<file path="src/design/wdt_pkg.sv">
package wdt_pkg;

  // ---------------------------------------------------------------
  // clock and timing
  // ---------------------------------------------------------------
  localparam int unsigned CLK_HZ = 250_000_000;
  localparam int unsigned BASE_TIMEOUT_MS = 125;
  localparam int unsigned MAX_TIMEOUT_S = 256;
  // one tick per shortest timeout step
  localparam int unsigned TICK_CYCLES_DEFAULT =
    (CLK_HZ / 1000) * BASE_TIMEOUT_MS;
  localparam int unsigned NUM_STEPS = 12;
  // step k lasts 2**k ticks: 125 ms .. 256 s
  localparam int unsigned STEP_W = 4;
  localparam int unsigned TICK_W = 12;
  localparam int unsigned PRESC_W = 26;
  // minimum width of the board reset pulse after a watchdog bite
  localparam int unsigned RESET_HOLD_CYCLES = 16;
  localparam int unsigned HOLD_W = 5;

  // ---------------------------------------------------------------
  // expiry action encodings
  // ---------------------------------------------------------------
  typedef enum logic [1:0] {
    ACT_IRQ = 2'h0,
    ACT_NMI = 2'h1,
    ACT_RESET = 2'h2
  } action_t;

  localparam logic [STEP_W-1:0] STEP_RESET = 4'h0;
  localparam action_t ACTION_RESET = ACT_IRQ;

  typedef struct packed {
    logic enable;
    logic retrigger;
    action_t action;
    logic [STEP_W-1:0] step;
  } wdt_cmd_t;

  typedef struct packed {
    logic pwr5_low;
    logic pwr33_low;
    logic conv_fail;
    logic pg5;
    logic pg33;
    logic pgcore;
  } supply_t;

endpackage

</file>
<file path="src/design/watchdog_and_reset_control.sv">
`timescale 1ns/10ps
module watchdog_and_reset_control #(
  parameter int unsigned TICK_CYCLES = wdt_pkg::TICK_CYCLES_DEFAULT
)
(
  input wire logic clk,
  input wire logic rstn,
  input wire wdt_pkg::wdt_cmd_t cmd,
  input wire logic button_n,
  input wire logic backplane_reset_in_n,
  input wire wdt_pkg::supply_t supply,
  output logic timeout_interrupt_request,
  output logic nmi,
  output logic periph_reset_n,
  output logic pci_reset_n,
  output logic wdt_running
);

  // ---------------------------------------------------------------
  // pin synchronisers
  // ---------------------------------------------------------------
  localparam int unsigned NPIN = 8;
  logic [NPIN-1:0] pins_raw;
  logic [NPIN-1:0] pins;
  logic btn_n_s;
  logic bp_n_s;
  wdt_pkg::supply_t sup_s;

  assign pins_raw = {button_n, backplane_reset_in_n, supply};

  // pins idle in their inactive state after reset
  sync2 #(
    .W(NPIN),
    .INIT(8'hC7)
  ) u_sync (
    .clk(clk),
    .rstn(rstn),
    .d(pins_raw),
    .q(pins)
  );

  assign btn_n_s = pins[7];
  assign bp_n_s = pins[6];
  assign sup_s = pins[5:0];

  // ---------------------------------------------------------------
  // state
  // ---------------------------------------------------------------
  typedef struct packed {
    logic enabled;
    wdt_pkg::action_t action;
    logic [wdt_pkg::STEP_W-1:0] step;
    logic [wdt_pkg::PRESC_W-1:0] presc;
    logic [wdt_pkg::TICK_W-1:0] ticks;
    logic irq;
    logic nmi;
    logic bite;
    logic [wdt_pkg::HOLD_W-1:0] hold;
    logic rst_out;
  } state_t;

  state_t cur;
  state_t next_cur;
  logic tick;
  logic expire;
  logic [wdt_pkg::TICK_W-1:0] limit;
  logic any_src;

  assign tick = cur.presc == wdt_pkg::PRESC_W'(TICK_CYCLES - 1);
  assign limit = wdt_pkg::TICK_W'((1 << cur.step) - 1);
  assign expire = cur.enabled && tick && cur.ticks == limit;

  // the bite latches so a one-cycle expiry still gives a full reset
  assign any_src = cur.bite || !btn_n_s || !bp_n_s
    || sup_s.pwr5_low || sup_s.pwr33_low || sup_s.conv_fail
    || !sup_s.pg5 || !sup_s.pg33 || !sup_s.pgcore;

  // ---------------------------------------------------------------
  // next state
  // ---------------------------------------------------------------
  always_comb
  begin
    next_cur = cur;
    next_cur.irq = 1'b0;
    next_cur.nmi = 1'b0;
    // a disable request is simply not looked at once running
    if (!cur.enabled)
    begin
      // config only accepted while stopped; enable locks it
      next_cur.action = cmd.action;
      next_cur.step = (cmd.step < 4'(wdt_pkg::NUM_STEPS)) ? cmd.step
        : 4'(wdt_pkg::NUM_STEPS - 1);
      next_cur.enabled = cmd.enable;
      next_cur.presc = '0;
      next_cur.ticks = '0;
    end
    else if (cmd.retrigger || expire)
    begin
      next_cur.presc = '0;
      next_cur.ticks = '0;
    end
    else
    begin
      next_cur.presc = tick ? '0 : cur.presc + 1'b1;
      next_cur.ticks = tick ? cur.ticks + 1'b1 : cur.ticks;
    end
    // a retrigger in the expiry cycle wins over the action
    if (expire && !cmd.retrigger)
    begin
      unique case (cur.action)
        wdt_pkg::ACT_IRQ: next_cur.irq = 1'b1;
        wdt_pkg::ACT_NMI: next_cur.nmi = 1'b1;
        default: next_cur.bite = 1'b1;
      endcase
    end
    if (cur.bite)
    begin
      next_cur.hold = cur.hold + 1'b1;
      if (cur.hold == 5'(wdt_pkg::RESET_HOLD_CYCLES - 1))
      begin
        next_cur.bite = 1'b0;
        next_cur.hold = '0;
      end
    end
    next_cur.rst_out = any_src;
    if (cur.rst_out)
    begin
      // board reset returns the watchdog to its stopped state
      next_cur.enabled = 1'b0;
      next_cur.presc = '0;
      next_cur.ticks = '0;
    end
  end

  always_ff @(posedge clk or negedge rstn)
  begin
    if (!rstn)
    begin
      cur <= '{enabled: 1'b0, action: wdt_pkg::ACTION_RESET,
        step: wdt_pkg::STEP_RESET, presc: '0, ticks: '0, irq: 1'b0,
        nmi: 1'b0, bite: 1'b0, hold: '0, rst_out: 1'b1};
    end
    else
    begin
      cur <= next_cur;
    end
  end

  assign timeout_interrupt_request = cur.irq;
  assign nmi = cur.nmi;
  assign periph_reset_n = !cur.rst_out;
  assign pci_reset_n = !cur.rst_out;
  assign wdt_running = cur.enabled;

  // ---------------------------------------------------------------
  // checks
  // ---------------------------------------------------------------
  property p_action_irq;
    @(posedge clk) disable iff (!rstn)
    expire && !cmd.retrigger && cur.action == wdt_pkg::ACT_IRQ
      |=> timeout_interrupt_request && !nmi;
  endproperty
  a_action_irq: assert property (p_action_irq)
    else $error("irq action not raised on expiry");

  property p_action_nmi;
    @(posedge clk) disable iff (!rstn)
    expire && !cmd.retrigger && cur.action == wdt_pkg::ACT_NMI
      |=> nmi && !timeout_interrupt_request;
  endproperty
  a_action_nmi: assert property (p_action_nmi)
    else $error("nmi action not raised on expiry");

  property p_step_range;
    @(posedge clk) disable iff (!rstn)
    cur.step < 4'(wdt_pkg::NUM_STEPS);
  endproperty
  a_step_range: assert property (p_step_range)
    else $error("timeout step out of range");

  property p_no_disable;
    @(posedge clk) disable iff (!rstn)
    cur.enabled && !cur.rst_out |=> cur.enabled;
  endproperty
  a_no_disable: assert property (p_no_disable)
    else $error("watchdog stopped while running");

  property p_button;
    @(posedge clk) disable iff (!rstn)
    !btn_n_s || !bp_n_s |=> !pci_reset_n;
  endproperty
  a_button: assert property (p_button)
    else $error("button or backplane reset not forwarded");

  property p_supply_low;
    @(posedge clk) disable iff (!rstn)
    sup_s.pwr5_low || sup_s.pwr33_low || sup_s.conv_fail
      |=> !pci_reset_n && !periph_reset_n;
  endproperty
  a_supply_low: assert property (p_supply_low)
    else $error("supply fault did not reset");

  property p_power_good;
    @(posedge clk) disable iff (!rstn)
    !(sup_s.pg5 && sup_s.pg33 && sup_s.pgcore) |=> !periph_reset_n;
  endproperty
  a_power_good: assert property (p_power_good)
    else $error("power good loss did not reset");

  property p_bite_reset;
    @(posedge clk) disable iff (!rstn)
    expire && !cmd.retrigger && cur.action == wdt_pkg::ACT_RESET
      |=> ##1 !pci_reset_n [*8];
  endproperty
  a_bite_reset: assert property (p_bite_reset)
    else $error("watchdog bite gave no board reset");

  property p_retrigger;
    @(posedge clk) disable iff (!rstn)
    cur.enabled && cmd.retrigger && !cur.rst_out
      |=> cur.ticks == '0 && cur.presc == '0;
  endproperty
  a_retrigger: assert property (p_retrigger)
    else $error("retrigger did not restart count");

endmodule

</file>
<file path="src/design/sync2.sv">
`timescale 1ns/10ps
module sync2 #(
  parameter int unsigned W = 1,
  parameter logic [W-1:0] INIT = '0
)
(
  input wire logic clk,
  input wire logic rstn,
  input wire logic [W-1:0] d,
  output logic [W-1:0] q
);

  logic [W-1:0] meta;

  always_ff @(posedge clk or negedge rstn)
  begin
    if (!rstn)
    begin
      meta <= INIT;
      q <= INIT;
    end
    else
    begin
      meta <= d;
      q <= meta;
    end
  end

endmodule

</file>
<file path="config.mk">
export PLATFORM = sky130hd
export DESIGN_NAME = watchdog_and_reset_control
export DESIGN_NICKNAME = d
export VERILOG_FILES = /design/src/design/wdt_pkg.sv /design/src/design/watchdog_and_reset_control.sv /design/src/design/sync2.sv
export SDC_FILE = /design/constraint.sdc
export NUM_CORES = 1
export LEC_CHECK = 0
export BUFFER_PORTS_ARGS = -buffer_cell sky130_fd_sc_hd__buf_2
export CAP_MARGIN = 20
export CORE_MARGIN = 3
export CORE_UTILIZATION = 60
export CTS_CLUSTER_DIAMETER = 200
export CTS_CLUSTER_SIZE = 40
export DETAILED_ROUTE_END_ITERATION = 16
export PLACE_DENSITY = 0.79
export SLEW_MARGIN = 10
export SYNTH_ARGS = -nofsm -noshare
export SYNTH_HDL_FRONTEND = slang
export SYNTH_HIERARCHICAL = 1
export SYNTH_SLANG_ARGS = --single-unit
</file>
<file path="constraint.sdc">
create_clock -name clk -period 8.6 [get_ports clk]
set_clock_uncertainty 0.1 [all_clocks]
set_input_delay 0 -clock clk [delete_from_list [all_inputs] [get_ports clk]]
set_output_delay 0 -clock clk [all_outputs]
set_load 0.05 [all_outputs]
</file>
==> flow_summary.json <==
{
  "status": "completed",
  "synthAdderAreaFrac": 0.0145,
  "final_cells": 447,
  "reg2reg_slack_ps": 4820,
  "gr-total-overflow": 0,
  "antenna_found_initial": 0,
  "synth_top_family_by_area": "simple AND/OR/NAND/NOR gates",
  "syn_avg_cell_area_sq_um": 10.4,
  "post_cts_buffers": 0,
  "grt_usage": 0.231,
  "worst_path_most_repeated_cell": "or4_4",
  "cp.required_ps": 8780,
  "drt-initial-drc-count": 218,
  "syn2layout_area_growth_pct": 14.2,
  "min_period_ps": 3780,
  "hold_end": "u_sync/meta[4]$_DFF_PN0_",
  "critical_path_class": "reg2reg",
  "grt_pass1_wl_microns": 11600,
  "startpoint_type": "flop",
  "arrival_ps": 3960,
  "finalMaxSlewViolations": 0,
  "relSlewSlack": 0.279,
  "gp_congestion": 0.820,
  "maxCapViolations": 0,
  "syn-cell-area_sq_um": 3450,
  "synth_cell_type_count": 46,
  "design_area_sq_um": 3940,
  "drive_gt1_frac": 0.210,
  "grt_pass1_vias": 2508,
  "rsz0062_at_grt": "false",
  "core_sq_um": 5340,
  "r2r_cells": 7,
  "viasPerCell": 5.64,
  "rows": 26,
  "critical-path-slowest-cell": "nor4_4",
  "synthXorXnorAreaFrac": 0.102,
  "synth_cells": 332,
  "cpPeakStageDelay_ps": 930,
  "irDropWorstVdd_mv": 0.164,
  "dieWidth_microns": 81.8,
  "timing.rr.start": "cur[50]$_DFFE_PN0N_",
  "postRouteAntennaNets": 0,
  "worst_pin_slew_ps": 1070,
  "cp_max_fo": 14,
  "ys_ff_latch": 70,
  "clock-sinks": 70,
  "port_buffers": 22,
  "vias": 2519,
  "p_per_area_nw_per_um2": 156,
  "initial_core_util": 0.647,
  "hpwlAfterDp_microns": 4410,
  "cts_tree": "yes",
  "fmax_ghz": 0.265,
  "ys_seq_area_frac": 0.512,
  "drtPass1Iterations": 4,
  "dp.cells": 412,
  "synthMuxAreaShare": 0.0156,
  "reg2reg_to": "timeout_interrupt_request$_DFF_PN0_",
  "min-delay-start": "supply[4]",
  "worstPathCellList": "or4_4 -> ha_1 -> xnor2_1 -> o211ai_1 -> or4_4 -> nor4_4 -> and3b_2",
  "fin_hold_ws_ps": 192,
  "numCtsBuffers": 9,
  "drcViolationCount": 0,
  "cts_resized": 0,
  "diodes": 0,
  "power_leakage_nw": 1.55,
  "die-height_microns": 81.8,
  "synthSimpleGateAreaFrac": 0.265,
  "syn_nets": 354,
  "min_path_cells": 2,
  "postRouteWirelength_microns": 6760,
  "cts_buffer_depth": 2,
  "post_dp_cell_area_sq_um": 3570,
  "cts_hold_buffers": 19,
  "clk-insertion-delay-late_ps": 350,
  "wl_per_cell_microns": 15.1,
  "ctsHtreeMaxLevel": 3,
  "end_kind": "flop",
  "clkTransAtPathRegs_ps": 80,
  "root_buffer": "clkbuf_8",
  "finalSetupViolCount": 0,
  "final.setup.tns_ps": 0,
  "synth_warnings": 6,
  "ioPinCount": 23,
  "grt_max_degree": 71,
  "fin_crit_sh": 0.439,
  "p_total_mw": 0.616,
  "hold_violations": 0,
  "synth_compound_area_frac": 0.0526,
  "die_area_sq_um": 6700,
  "nets": 394,
  "worst_hold_path_type": "in2reg"
}
[synth_stat cells, drive strengths merged]
master	count	area (sq um)
dfrtp	59	1480
nor2	41	156
nand2	32	120
xnor2	23	201
nand3	18	90.1
nor3	17	145
xor2	17	149
o21ai	12	60.1
dfstp	11	289
nand4	10	62.6
and3	9	61.3
clkbuf	9	55.1
inv	9	33.8
nor4	9	83.8
a21oi	7	35.0
buf	6	45.0
or4b	5	50.1
ha	4	50.1
nand4b	4	35.0
o211ai	4	30.0
or3	4	25.0
mux2	3	33.8
or4	3	30.0
mux2i	2	20.0
nor4b	2	17.5
o21a	2	15.0
a211o	1	8.76
a311oi	1	8.76
a31o	1	8.76
a31oi	1	6.26
and2	1	6.26
and3b	1	10.0
nand2b	1	6.26
nor2b	1	6.26
nor4bb	1	10.0
o2111ai	1	8.76
[metal layers]
| metal | vias to the layer above | GRT usage | share of wire |
|---|---|---|---|
| met5 | - | 0 | 0 |
| met2 | 65 | 0.354 | 0.48 |
| met3 | 14 | 0.0647 | 0.054 |
| li1 | 1232 | - | - |
| met1 | 1208 | 0.311 | 0.45 |
| met4 | 0 | 0.0897 | 0.017 |
[sequential cells by signal, indices dropped and copies added, names as in the netlist]
signal                     flops
wdt_running                    1
u_sync/q                       8
timeout_interrupt_request      1
nmi                            1
cur                           51
u_sync/meta                    8
[worst max-delay path by stage]
| stage | startpoint | endpoint | slack (ps) | cells past startpoint |
|---|---|---|---|---|
| finish | cur[50]$_DFFE_PN0N_ | timeout_interrupt_request$_DFF_PN0_ | 4820 | 7 |
| global route | cur[50]$_DFFE_PN0N_ | nmi$_DFF_PN0_ | 4660 | 7 |
| CTS | cur[50]$_DFFE_PN0N_ | timeout_interrupt_request$_DFF_PN0_ | 4850 | 7 |
| detailed placement | cur[50]$_DFFE_PN0N_ | timeout_interrupt_request$_DFF_PN0_ | 4900 | 7 |
| global placement | cur[50]$_DFFE_PN0N_ | nmi$_DFF_PN0_ | 5000 | 7 |
| floorplan | cur[48]$_DFFE_PN0N_ | cur[10]$_DFFE_PN0P_ | 5600 | 10 |
[kinds of logic (layout without fill, tap and decap cells)]
| logic type | Yosys count | count (layout) |
|---|---|---|
| and+or+nand+nor | 159 | 159 |
| DFF | 70 | 70 |
| xor gates and xnor gates | 40 | 40 |
| AOI/OAI and AO/OA | 30 | 30 |
| buffers and inverters | 24 | 69 |
| muxes | 5 | 5 |
| adders and majority gates | 4 | 4 |
[critical path, delay by kind of cell (launching register included)]
kind	cells	cell delay, ps
AND/OR/NAND/NOR	4	2440
flip-flops	1	520
adder cells (fa/ha/maj)	1	310
XOR/XNOR	1	230
AO/OA/AOI/OAI	1	110
[through the flow]
stage	setup WS, ps	util
after global routing	4660	0.739
after CTS	4850	0.739
after floorplan	5600	-
final	4820	0.739
after detailed placement	4900	0.669
after global placement	5000	0.669
[power breakdown]
part,switching (mW),internal (mW),total (mW),leakage (nW)
clock,0.137,0.108,0.245,0.0881
sequential,0.00495,0.336,0.341,0.912
combinational,0.0152,0.0146,0.0298,0.550
[area by class of cell]
type | count | area (sq um)
Timing Repair Buffer | 44 | 323
Tap cell | 70 | 87.6
Clock inverter | 7 | 57.6
Sequential cell | 70 | 1770
Clock buffer | 9 | 124
Inverter | 9 | 33.8
Fill cell | 387 | 1390
Multi-Input combinational cell | 238 | 1550
[layout by cell type (no fill, tap or decap), types with 5 or more instances in the layout]
cell type,Yosys,layout
clkbuf_8,2,9
dlygate4sd3_1,0,19
buf_2,3,22
nand2_1,32,32
nand3_1,18,18
dfstp_2,11,11
nor3_2,12,12
dfrtp_1,59,59
nor3_1,5,5
nor4_1,6,6
or4b_1,5,5
nand4_1,10,10
xnor2_1,23,23
inv_1,9,9
nor2_1,40,40
and3_1,5,5
xor2_1,17,17
o21ai_0,12,12
a21oi_1,7,7
(Power assumes the default switching activity.)
